===== src/shared/sacc_map.svh =====
// Register offsets, field positions, reset values and timing counts
// of the converter control block.
// Assumes an 8-bit register port addressed by the printed offsets.
`ifndef SACC_MAP_SVH
`define SACC_MAP_SVH

`define SACC_ADDR_CFG 8'hbc
`define SACC_ADDR_HVA 8'hd6
`define SACC_ADDR_CTRL 8'he8
`define SACC_ADDR_RES_HI 8'hbf
`define SACC_ADDR_RES_LO 8'hbe

`define SACC_CFG_RST 8'hf8
`define SACC_HVA_RST 8'h00
`define SACC_CTRL_RST 8'h00

`define SACC_CTRL_EN 7
`define SACC_CTRL_TM 6
`define SACC_CTRL_DONE 5
`define SACC_CTRL_BUSY 4
`define SACC_CTRL_CM_HI 3
`define SACC_CTRL_CM_LO 2
`define SACC_CTRL_WIN 1
`define SACC_CTRL_LJST 0

`define SACC_CFG_DIV_HI 7
`define SACC_CFG_DIV_LO 3
`define SACC_CFG_PGA_HI 2
`define SACC_CFG_PGA_LO 0

`define SACC_HVA_EN 7
`define SACC_HVA_GAIN_HI 3
`define SACC_HVA_GAIN_LO 0

`define SACC_TRACK_CLOCKS 2'd3
`define SACC_CONV_OVERHEAD 2

`endif


===== src/shared/sacc_pkg.sv =====
// Types shared by the converter control block and its bench.
// Assumes the constants of sacc_map.svh for the register layout.
`default_nettype none

package sacc_pkg;

  typedef enum logic [1:0] {
    SACC_SRC_SW = 2'h0,
    SACC_SRC_TMR3 = 2'h1,
    SACC_SRC_EXT = 2'h2,
    SACC_SRC_TMR2 = 2'h3
  } sacc_src_t;

  typedef enum logic [1:0] {
    SACC_ST_IDLE = 2'h0,
    SACC_ST_TRACK = 2'h1,
    SACC_ST_CONV = 2'h3
  } sacc_state_t;

  typedef enum logic [2:0] {
    SACC_PGA_X1 = 3'h0,
    SACC_PGA_X2 = 3'h1,
    SACC_PGA_X4 = 3'h2,
    SACC_PGA_X8 = 3'h3,
    SACC_PGA_X16 = 3'h4,
    SACC_PGA_X0P5 = 3'h5
  } sacc_pga_t;

  typedef struct packed {
    logic en;
    logic tm;
    sacc_src_t src;
    logic ljst;
  } sacc_ctrl_t;

  typedef struct packed {
    logic hv_amp_enable;
    logic [3:0] hv_amp_gain_code;
    sacc_pga_t pga_gain;
    logic converter_enable;
    logic track;
    logic convert_active;
  } sacc_afe_t;

endpackage

`default_nettype wire


===== src/logic/sacc_top.sv =====
// Conversion control for a 12-bit SAR converter and its high-voltage amplifier.
// Assumes timer overflows are one-cycle pulses on ref_clk and that the
// external start pin and the window comparator are asynchronous or same-clock
// as noted at the ports.
//
// Functional notes
// - Bit 7 of amplifier control enables the high-voltage amplifier.
// - Four-bit amplifier gain code is held and driven to the analog stage.
// - SAR clock is system clock divided by divider field plus one.
// - Three-bit PGA code decodes to gains 1,2,4,8,16,16,0.5,0.5.
// - Converter enable bit powers the converter; zero means shutdown.
// - Two-bit start source picks software, timer three, pin edge, timer two.
// - Writing busy one starts only with software source; writing zero does nothing.
// - Busy reads one throughout a conversion and zero afterwards.
// - Busy falling at the end of a conversion sets the done flag and pulses the interrupt request.
// - Done flag stays set until software writes zero to it.
// - Window match sets its flag, held until software clears it.
// - Each finished conversion lands in the result byte pair.
// - Justify bit selects right or left alignment of the result.
// - Right: high nibble sign or zero; left: low nibble reads zero.
// - Track-mode zero tracks continuously whenever enabled and idle.
// - Low-power mode with internal start tracks three SAR clocks first.
// - Low-power mode with pin start tracks while low, converts on rise.
// - Tracking is suspended while the chip is in standby.
//
// The plain strobed port was left to the implementer.
`include "sacc_map.svh"
`default_nettype none

module sacc_top #(
  parameter int RESULT_BITS = 12,
  parameter int DIV_BITS = 5
) (
  // Clock and reset.
  input wire logic ref_clk,
  input wire logic rst,
  // Register port.
  input wire logic [7:0] bus_addr,
  input wire logic [7:0] bus_wdata,
  input wire logic bus_we,
  input wire logic bus_re,
  output logic [7:0] bus_rdata_q,
  // Start triggers; the pin is asynchronous, the timers are on ref_clk.
  input wire logic timer2_overflow,
  input wire logic timer3_overflow,
  input wire logic ext_convert_start,
  // Chip state and analog core results, all on ref_clk.
  input wire logic chip_standby,
  input wire logic window_match,
  input wire logic [11:0] sar_result,
  input wire logic sar_differential,
  // Analog core controls and events.
  output sacc_pkg::sacc_afe_t afe_q,
  output logic sar_clock_q,
  output logic conversion_done_pulse_q
);
  import sacc_pkg::*;

  localparam logic [4:0] CONV_CLOCKS = 5'(RESULT_BITS + `SACC_CONV_OVERHEAD);

  // The result layout in the byte pair is fixed to twelve bits.
  if (RESULT_BITS != 12) begin : g_bad_bits
    $error("sacc_top serves a 12-bit result only");
  end
  if (DIV_BITS != 5) begin : g_bad_div
    $error("sacc_top serves a 5-bit divider field only");
  end

  logic [7:0] cfg_q;
  logic hva_en_q;
  logic [3:0] hva_gain_q;
  sacc_ctrl_t ctrl_q;
  sacc_ctrl_t ctrl_eff;
  logic done_q;
  logic win_q;
  logic [11:0] res_q;
  logic diff_q;
  sacc_state_t state_q;
  logic [DIV_BITS-1:0] div_cnt_q;
  logic [1:0] trk_cnt_q;
  logic [4:0] conv_cnt_q;
  logic [4:0] conv_age_q;
  logic ext_s1_q;
  logic ext_s2_q;
  logic ext_s3_q;
  logic ext_q;
  logic ext_prev_q;
  logic ext_rise;
  logic wr_cfg;
  logic wr_hva;
  logic wr_ctrl;
  logic sw_start;
  logic start_evt;
  logic sar_tick;
  logic conv_end;
  logic busy;
  logic [DIV_BITS-1:0] div_field;

  assign wr_cfg = bus_we && (bus_addr == `SACC_ADDR_CFG);
  assign wr_hva = bus_we && (bus_addr == `SACC_ADDR_HVA);
  assign wr_ctrl = bus_we && (bus_addr == `SACC_ADDR_CTRL);
  assign div_field = cfg_q[`SACC_CFG_DIV_HI:`SACC_CFG_DIV_LO];
  assign busy = (state_q != SACC_ST_IDLE);

  // A control write takes effect in its own cycle so that one write can both
  // enable the converter and start it.
  always_comb begin
    ctrl_eff = ctrl_q;
    if (wr_ctrl) begin
      ctrl_eff.en = bus_wdata[`SACC_CTRL_EN];
      ctrl_eff.tm = bus_wdata[`SACC_CTRL_TM];
      ctrl_eff.src = sacc_src_t'(bus_wdata[`SACC_CTRL_CM_HI:`SACC_CTRL_CM_LO]);
      ctrl_eff.ljst = bus_wdata[`SACC_CTRL_LJST];
    end
  end

  // Configuration and amplifier registers.
  always_ff @(posedge ref_clk or posedge rst) begin
    if (rst) begin
      cfg_q <= `SACC_CFG_RST;
      hva_en_q <= 1'(`SACC_HVA_RST >> `SACC_HVA_EN);
      hva_gain_q <= 4'h0;
    end else begin
      if (wr_cfg) begin
        cfg_q <= bus_wdata;
      end
      if (wr_hva) begin
        hva_en_q <= bus_wdata[`SACC_HVA_EN];
        hva_gain_q <= bus_wdata[`SACC_HVA_GAIN_HI:`SACC_HVA_GAIN_LO];
      end
    end
  end

  // Control register fields.
  always_ff @(posedge ref_clk or posedge rst) begin
    if (rst) begin
      ctrl_q <= '0;
    end else begin
      ctrl_q <= ctrl_eff;
    end
  end

  // Sticky flags: a hardware set in the cycle of a clearing write wins.
  always_ff @(posedge ref_clk or posedge rst) begin
    if (rst) begin
      done_q <= 1'b0;
      win_q <= 1'b0;
    end else begin
      if (conv_end) begin
        done_q <= 1'b1;
      end else if (wr_ctrl && !bus_wdata[`SACC_CTRL_DONE]) begin
        done_q <= 1'b0;
      end
      if (window_match) begin
        win_q <= 1'b1;
      end else if (wr_ctrl && !bus_wdata[`SACC_CTRL_WIN]) begin
        win_q <= 1'b0;
      end
    end
  end

  // External start pin: a level counts once the second and third stages agree.
  always_ff @(posedge ref_clk or posedge rst) begin
    if (rst) begin
      ext_s1_q <= 1'b0;
      ext_s2_q <= 1'b0;
      ext_s3_q <= 1'b0;
      ext_q <= 1'b0;
      ext_prev_q <= 1'b0;
    end else begin
      ext_s1_q <= ext_convert_start;
      ext_s2_q <= ext_s1_q;
      ext_s3_q <= ext_s2_q;
      if (ext_s2_q == ext_s3_q) begin
        ext_q <= ext_s2_q;
      end
      ext_prev_q <= ext_q;
    end
  end

  assign ext_rise = ext_q && !ext_prev_q;

  // Start source selection.
  always_comb begin
    sw_start = wr_ctrl && bus_wdata[`SACC_CTRL_BUSY] && (ctrl_eff.src == SACC_SRC_SW);
    case (ctrl_eff.src)
      SACC_SRC_SW: start_evt = sw_start;
      SACC_SRC_TMR3: start_evt = timer3_overflow;
      SACC_SRC_EXT: start_evt = ext_rise;
      default: start_evt = timer2_overflow;
    endcase
  end

  // The SAR divider only runs while a sequence is active, so each tracking
  // and conversion period is a whole number of SAR clocks.
  assign sar_tick = busy && (div_cnt_q == '0);

  always_ff @(posedge ref_clk or posedge rst) begin
    if (rst) begin
      div_cnt_q <= '0;
    end else if (!busy || sar_tick) begin
      div_cnt_q <= div_field;
    end else begin
      div_cnt_q <= div_cnt_q - 1'b1;
    end
  end

  assign conv_end = (state_q == SACC_ST_CONV) && sar_tick && ctrl_eff.en &&
                    (conv_cnt_q == CONV_CLOCKS - 5'h1);

  // Sequence state machine.
  always_ff @(posedge ref_clk or posedge rst) begin
    if (rst) begin
      state_q <= SACC_ST_IDLE;
    end else if (!ctrl_eff.en) begin
      state_q <= SACC_ST_IDLE;
    end else begin
      case (state_q)
        SACC_ST_IDLE: begin
          if (start_evt) begin
            if (ctrl_eff.tm && ctrl_eff.src != SACC_SRC_EXT) begin
              state_q <= SACC_ST_TRACK;
            end else begin
              state_q <= SACC_ST_CONV;
            end
          end
        end
        SACC_ST_TRACK: begin
          if (sar_tick && trk_cnt_q == `SACC_TRACK_CLOCKS - 2'd1) begin
            state_q <= SACC_ST_CONV;
          end
        end
        SACC_ST_CONV: begin
          if (conv_end) begin
            state_q <= SACC_ST_IDLE;
          end
        end
        default: state_q <= SACC_ST_IDLE;
      endcase
    end
  end

  // SAR clock counters for tracking and conversion.
  always_ff @(posedge ref_clk or posedge rst) begin
    if (rst) begin
      trk_cnt_q <= 2'h0;
      conv_cnt_q <= 5'h0;
    end else if (state_q == SACC_ST_IDLE) begin
      trk_cnt_q <= 2'h0;
      conv_cnt_q <= 5'h0;
    end else if (sar_tick) begin
      if (state_q == SACC_ST_TRACK) begin
        trk_cnt_q <= trk_cnt_q + 2'h1;
      end else begin
        conv_cnt_q <= conv_cnt_q + 5'h1;
      end
    end
  end

  // Result capture at the end of each conversion.
  always_ff @(posedge ref_clk or posedge rst) begin
    if (rst) begin
      res_q <= 12'h000;
      diff_q <= 1'b0;
    end else if (conv_end) begin
      res_q <= sar_result;
      diff_q <= sar_differential;
    end
  end

  // Analog controls; these lag the state by one cycle.
  always_ff @(posedge ref_clk or posedge rst) begin
    if (rst) begin
      afe_q <= '0;
      sar_clock_q <= 1'b0;
      conversion_done_pulse_q <= 1'b0;
    end else begin
      afe_q.hv_amp_enable <= hva_en_q;
      afe_q.hv_amp_gain_code <= hva_gain_q;
      case (cfg_q[`SACC_CFG_PGA_HI:`SACC_CFG_PGA_LO])
        3'h0: afe_q.pga_gain <= SACC_PGA_X1;
        3'h1: afe_q.pga_gain <= SACC_PGA_X2;
        3'h2: afe_q.pga_gain <= SACC_PGA_X4;
        3'h3: afe_q.pga_gain <= SACC_PGA_X8;
        3'h4, 3'h5: afe_q.pga_gain <= SACC_PGA_X16;
        default: afe_q.pga_gain <= SACC_PGA_X0P5;
      endcase
      afe_q.converter_enable <= ctrl_q.en;
      // Standby suspends every form of tracking to save the sample current.
      afe_q.track <= ctrl_q.en && !chip_standby &&
                     ((!ctrl_q.tm && !busy) ||
                      (ctrl_q.tm && state_q == SACC_ST_TRACK) ||
                      (ctrl_q.tm && ctrl_q.src == SACC_SRC_EXT && !busy && !ext_q));
      afe_q.convert_active <= (state_q == SACC_ST_CONV);
      sar_clock_q <= sar_tick;
      conversion_done_pulse_q <= conv_end;
    end
  end

  // Register reads: data stand for one cycle, unmapped offsets read zero.
  always_ff @(posedge ref_clk or posedge rst) begin
    if (rst) begin
      bus_rdata_q <= 8'h00;
    end else if (!bus_re) begin
      bus_rdata_q <= 8'h00;
    end else if (bus_addr == `SACC_ADDR_CFG) begin
      bus_rdata_q <= cfg_q;
    end else if (bus_addr == `SACC_ADDR_HVA) begin
      bus_rdata_q <= {hva_en_q, 3'h0, hva_gain_q};
    end else if (bus_addr == `SACC_ADDR_CTRL) begin
      bus_rdata_q <= {ctrl_q.en, ctrl_q.tm, done_q, busy, ctrl_q.src, win_q, ctrl_q.ljst};
    end else if (bus_addr == `SACC_ADDR_RES_HI) begin
      if (ctrl_q.ljst) begin
        bus_rdata_q <= res_q[11:4];
      end else begin
        bus_rdata_q <= {{4{diff_q & res_q[11]}}, res_q[11:8]};
      end
    end else if (bus_addr == `SACC_ADDR_RES_LO) begin
      if (ctrl_q.ljst) begin
        bus_rdata_q <= {res_q[3:0], 4'h0};
      end else begin
        bus_rdata_q <= res_q[7:0];
      end
    end else begin
      bus_rdata_q <= 8'h00;
    end
  end

  always_ff @(posedge ref_clk or posedge rst) begin
    if (rst) begin
      conv_age_q <= 5'h0;
    end else begin
      conv_age_q <= (state_q != SACC_ST_CONV) ? 5'h0 : conv_age_q + 5'h1;
    end
  end

  a_done_on_fall: assert property (@(posedge ref_clk) disable iff (rst)
    (busy && ctrl_eff.en && state_q == SACC_ST_CONV && conv_end) |=>
      (!busy && done_q && conversion_done_pulse_q))
    else $error("done flag not set when busy fell");

  a_done_sticky: assert property (@(posedge ref_clk) disable iff (rst)
    (done_q && !(wr_ctrl && !bus_wdata[`SACC_CTRL_DONE])) |=> done_q)
    else $error("done flag cleared without a software write");

  a_window_flag: assert property (@(posedge ref_clk) disable iff (rst)
    window_match |=> win_q)
    else $error("window flag not set on match");

  a_ignore_disabled: assert property (@(posedge ref_clk) disable iff (rst)
    (!ctrl_eff.en) |=> (state_q == SACC_ST_IDLE))
    else $error("sequence running while disabled");

  a_sw_start_mode: assert property (@(posedge ref_clk) disable iff (rst)
    (!busy && wr_ctrl && bus_wdata[`SACC_CTRL_EN] && bus_wdata[`SACC_CTRL_BUSY] &&
     bus_wdata[`SACC_CTRL_CM_HI:`SACC_CTRL_CM_LO] != 2'h0 &&
     bus_wdata[`SACC_CTRL_CM_HI:`SACC_CTRL_CM_LO] != 2'h1 &&
     bus_wdata[`SACC_CTRL_CM_HI:`SACC_CTRL_CM_LO] != 2'h3 && !ext_rise) |=> !busy)
    else $error("busy write started a conversion outside software mode");

  a_track_three: assert property (@(posedge ref_clk) disable iff (rst)
    ($rose(state_q == SACC_ST_TRACK) && div_field == 5'h0 && ctrl_q.en)
      |-> (state_q == SACC_ST_TRACK) [*3] ##1 (state_q == SACC_ST_CONV || !ctrl_q.en))
    else $error("low-power tracking did not last three SAR clocks");

  a_div_period: assert property (@(posedge ref_clk) disable iff (rst)
    (sar_tick && div_field == 5'h1 && state_q == SACC_ST_CONV && !conv_end)
      |=> !sar_tick ##1 (sar_tick || !busy))
    else $error("SAR clock period does not follow the divider");

  a_conv_length: assert property (@(posedge ref_clk) disable iff (rst)
    ($past(state_q == SACC_ST_CONV && ctrl_eff.en) && div_field == 5'h0) |->
      (($past(conv_age_q) < CONV_CLOCKS - 5'h1) == (state_q == SACC_ST_CONV)))
    else $error("conversion did not take fourteen SAR clocks");

  a_busy_read: assert property (@(posedge ref_clk) disable iff (rst)
    (bus_re && bus_addr == `SACC_ADDR_CTRL) |=>
      (bus_rdata_q[`SACC_CTRL_BUSY] == $past(busy)))
    else $error("busy bit misreported");

  a_right_just: assert property (@(posedge ref_clk) disable iff (rst)
    (bus_re && bus_addr == `SACC_ADDR_RES_HI && !ctrl_q.ljst && !diff_q) |=>
      (bus_rdata_q[7:4] == 4'h0))
    else $error("single-ended right-justified high nibble not zero");

  a_left_just: assert property (@(posedge ref_clk) disable iff (rst)
    (bus_re && bus_addr == `SACC_ADDR_RES_LO && ctrl_q.ljst) |=>
      (bus_rdata_q[3:0] == 4'h0 && bus_rdata_q[7:4] == $past(res_q[3:0])))
    else $error("left-justified low byte wrong");

  a_cont_track: assert property (@(posedge ref_clk) disable iff (rst)
    (ctrl_q.en && !ctrl_q.tm && !busy && !chip_standby) |=> afe_q.track)
    else $error("continuous tracking not active while idle");

endmodule

`default_nettype wire


===== config.mk =====
export PLATFORM = sky130hd
export DESIGN_NAME = sacc_top
export DESIGN_NICKNAME = d
export VERILOG_FILES = /design/src/shared/sacc_pkg.sv /design/src/logic/sacc_top.sv
export VERILOG_INCLUDE_DIRS = /design/src /design/src/shared
export SDC_FILE = /design/constraint.sdc
export NUM_CORES = 1
export LEC_CHECK = 0
export BUFFER_PORTS_ARGS = -buffer_cell sky130_fd_sc_hd__buf_2
export CAP_MARGIN = 10
export CORE_ASPECT_RATIO = 1.25
export CORE_MARGIN = 3
export CORE_UTILIZATION = 50
export DETAILED_ROUTE_END_ITERATION = 12
export PLACE_DENSITY = 0.74
export RECOVER_POWER = 50
export SLEW_MARGIN = 20
export SYNTH_ARGS = -nofsm -noshare
export SYNTH_HDL_FRONTEND = slang
export SYNTH_SLANG_ARGS = --single-unit

===== constraint.sdc =====
create_clock -name ref_clk -period 2.2 [get_ports ref_clk]
set_input_delay 0.11 -clock ref_clk [delete_from_list [all_inputs] [get_ports ref_clk]]
set_output_delay 0.11 -clock ref_clk [all_outputs]
set_load 0.05 [all_outputs]

==> impl_metrics.env <==
export IMPL_busiest_layer="met2"
export IMPL_cts_tree="built"
export IMPL_firstDrtPassIters=4
export IMPL_io_buffers=58
export IMPL_grt_pass1_wl_um=12900
export IMPL_synth_warnings=0
export IMPL_syn_nets=313
export IMPL_arrival_ps=2420
export IMPL_drtIter0Drc=235
export IMPL_synth_top_cells_by_area="dfrtp_1 (50%), mux2_2 (8.0%), dfstp_2 (3.9%)"
export IMPL_yosysTopAreaCell="dfrtp_1"
export IMPL_skew_ps=10.6
export IMPL_setup_slack_ps=11.1
export IMPL_antenna_found_initial=0
export IMPL_place_gp_congestion=0.852
export IMPL_antenna_left=0
export IMPL_overflow=0
export IMPL_critPathLaunchType="flip-flop"
export IMPL_slew_violations=0
export IMPL_instances_no_fill=450
export IMPL_clk_pin_slew_ps=70
export IMPL_setup_viol=0
export IMPL_rsz0062_at_grt="true"
export IMPL_syn_area_sq_um=3380
export IMPL_crit_slowest_cell="or4b_4"
export IMPL_path_depth=8
export IMPL_cts_root_buf="clkbuf_8"
export IMPL_core_area_sq_um=6370
export IMPL_synth_most_common_cell="dfrtp_1"
export IMPL_hpwl_um=5460
export IMPL_reg2reg_depth=8
export IMPL_relSlewSlack_pct=31.7
export IMPL_total_leakage_power_uw=0.00195
export IMPL_yosysUniqueCellTypes=57
export IMPL_dieArea_sq_um=7790
export IMPL_cts_sinks=73
export IMPL_initial_core_util_pct=53.1
export IMPL_synth_seq_area_share_pct=54.3
export IMPL_post_place_ws_ps=3.70
export IMPL_crit_fanout=15
export IMPL_synthCells=270
export IMPL_path_cells="inv_2 -> ha_1 -> or4b_4 -> nor2_4 -> nand4_4 -> nor4_4 -> buf_12 -> mux2_2"
export IMPL_grt_max_degree=47
export IMPL_fp_dieW_um=79.5
export IMPL_r2r_start="div_cnt_q[0]$_DFF_PP0_"
export IMPL_final_area_sq_um=4150
export IMPL_cellPowerDensity_nw_per_um2=686
export IMPL_timing_reg2reg_setup_slack_ps=10
export IMPL_min_period_ps=2190
export IMPL_grt_pass1_vias=2696
export IMPL_crit_family="simple AND/OR/NAND/NOR gates"
export IMPL_seqCellArea_sq_um=1830
export IMPL_fmax_ghz=0.457
export IMPL_wl_um=7590
export IMPL_cap_violations=0
export IMPL_max_vdd_ir_drop_mv=0.555
export IMPL_drive_above_1_share_pct=29.9
export IMPL_endpoint_kind="flip-flop"
export IMPL_fin_nets=403
export IMPL_grt_use_total_pct=21.5
export IMPL_syn_area_per_cell_sq_um=12.5
export IMPL_crit_path_max_incr_delay_ps=490
export IMPL_synth_common_cells="dfrtp_1 (68), mux2_2 (24), nand2_1 (20)"
export IMPL_post_route_period_util_pct=99.5
export IMPL_synth_top_flop_cell="dfrtp_1"
export IMPL_multi_input_area_sq_um=1430
export IMPL_hold_depth=2
export IMPL_critPathRequiredTime_ps=2430
export IMPL_num_fill_cells=493
export IMPL_yosys_area_top_type_share_pct=50.4
export IMPL_clockBufferDepth=2
export IMPL_antenna_cells=0
export IMPL_cts_buffers=9
export IMPL_report_final_hold_viol_count=0
export IMPL_num_io_pins=59
export IMPL_p_total_uw=2850
export IMPL_hold_path_startpoint="bus_wdata[0]"
export IMPL_num_vias=2498
export IMPL_synthArstFlopShare_pct=100
export IMPL_cp_startpoint="div_cnt_q[0]$_DFF_PP0_"
export IMPL_hold_class="input port to flip-flop"
export IMPL_ys_ff_latch=73
export IMPL_path_buf_inv=2
export IMPL_worst_slew_pin_slew_ps=1020
export IMPL_post_drt_wl_per_cell_um=16.9
export IMPL_outcome="finished clean"
export IMPL_finalSetupTns_ps=0
export IMPL_die_y_um=97.9
export IMPL_placed_cell_area_sq_um=3840
export IMPL_viasPerCell=5.55
export IMPL_grtUsageMet1_pct=27.1
export IMPL_critical_path_class="flip-flop to flip-flop"
export IMPL_htree_levels=3
export IMPL_clkLatencyLatePin_ps=350
export IMPL_num_rows=32
export IMPL_areaGrowthSynthToFinish_pct=22.8
export IMPL_drc_errors=0
export IMPL_dp_cells=417
export IMPL_use_met2_pct=34.9
export IMPL_synth_edf_count=0
export IMPL_use_met3_pct=4.98
## report_power, final
group | internal [uW] | switching (uW) | leakage, uW
sequential | 1380 | 28.7 | 0.000980
combinational | 113 | 152 | 0.000861
clock | 703 | 469 | 0.000111
total | 2200 | 649 | 0.00195
## flip-flops by register name (all words and copies together), names as in the netlist
name                     flops
conv_cnt_q                   5
div_cnt_q                    5
done_q                       1
bus_rdata_q                  8
sar_clock_q                  1
win_q                        1
cfg_q                        8
ext_q                        1
ctrl_q                       5
conversion_done_pulse_q      1
state_q                      2
hva_en_q                     1
ext_s1_q                     1
ext_prev_q                   1
trk_cnt_q                    2
diff_q                       1
res_q                       12
ext_s3_q                     1
ext_s2_q                     1
hva_gain_q                   4
afe_q                       11
## cells in the final DEF, fill, tap and decap left out, drive strengths merged, types with 3 or more instances in the layout
cell | Yosys | layout
a21oi | 7 | 7
a222oi | 3 | 3
a22oi | 4 | 4
a31oi | 4 | 4
buf | 2 | 44
clkbuf | 5 | 40
dfrtp | 68 | 68
dfstp | 5 | 5
dlygate4sd3 | 0 | 16
ha | 5 | 5
inv | 11 | 11
mux2 | 32 | 32
mux2i | 6 | 6
nand2 | 21 | 21
nand3 | 7 | 7
nand4 | 5 | 5
nor2 | 13 | 13
nor2b | 5 | 5
nor3 | 4 | 4
o21ai | 18 | 18
## worst paths after layout
check / endpoint
setup reg to reg: res_q[7]$_DFFE_PP0P_
hold reg to reg: ext_s2_q$_DFF_PP0_
setup / recovery: res_q[7]$_DFFE_PP0P_
max in group asynchronous: res_q[6]$_DFFE_PP0P_
hold / removal: cfg_q[0]$_DFFE_PP0P_
min in group asynchronous: sar_clock_q$_DFF_PP0_
## worst register-to-register path, delay by kind of cell, from the launching register on
family	cells	cell delay, ps
AND/OR/NAND/NOR	4	940
adder cells (fa/ha/maj)	1	150
buffers and inverters	2	260
multiplexers	1	350
flip-flops	1	390
## layer usage
metal  up-vias  wire, um
met5         -         0
met4         0       157
met3        13       331
met2        65      3860
met1      1236      3230
li1       1184         -
## logic make-up after synthesis
kind of cell	after synthesis	synth area share (%)
compound gates	57	12.0
xor+xnor	4	1.04
fa+ha+maj	6	2.15
buf+inv	18	2.44
flops	73	54.3
mux	40	14.8
simple gates	72	13.3
## timing repair
item	4_1_cts	5_1_grt
pin swaps	0	0
resized for setup	1	0
hold buffers	16	0
setup endpoints to repair	5	13
buffers inserted	1	0
gates cloned	0	0
endpoints found under the hold margin	42	0
## stage by stage
stage / utilization [%] / hold slack (ps)
after floorplan: - / 141
final: 65.2 / 26.3
after CTS: 66.5 / 11.1
after global routing: 65.2 / 24.3
after detailed placement: 60.3 / 220
after global placement: 60.3 / 219
## area by class of cell
class / count / share of cell area [%]
Clock inverter: 2 / 1.45
Timing Repair Buffer: 86 / 12.4
Tap cell: 85 / 2.56
Clock buffer: 14 / 3.92
Inverter: 11 / 0.995
Multi-Input combinational cell: 179 / 34.5
Sequential cell: 73 / 44.2
Note: power is estimated with default switching activity, not from simulation.
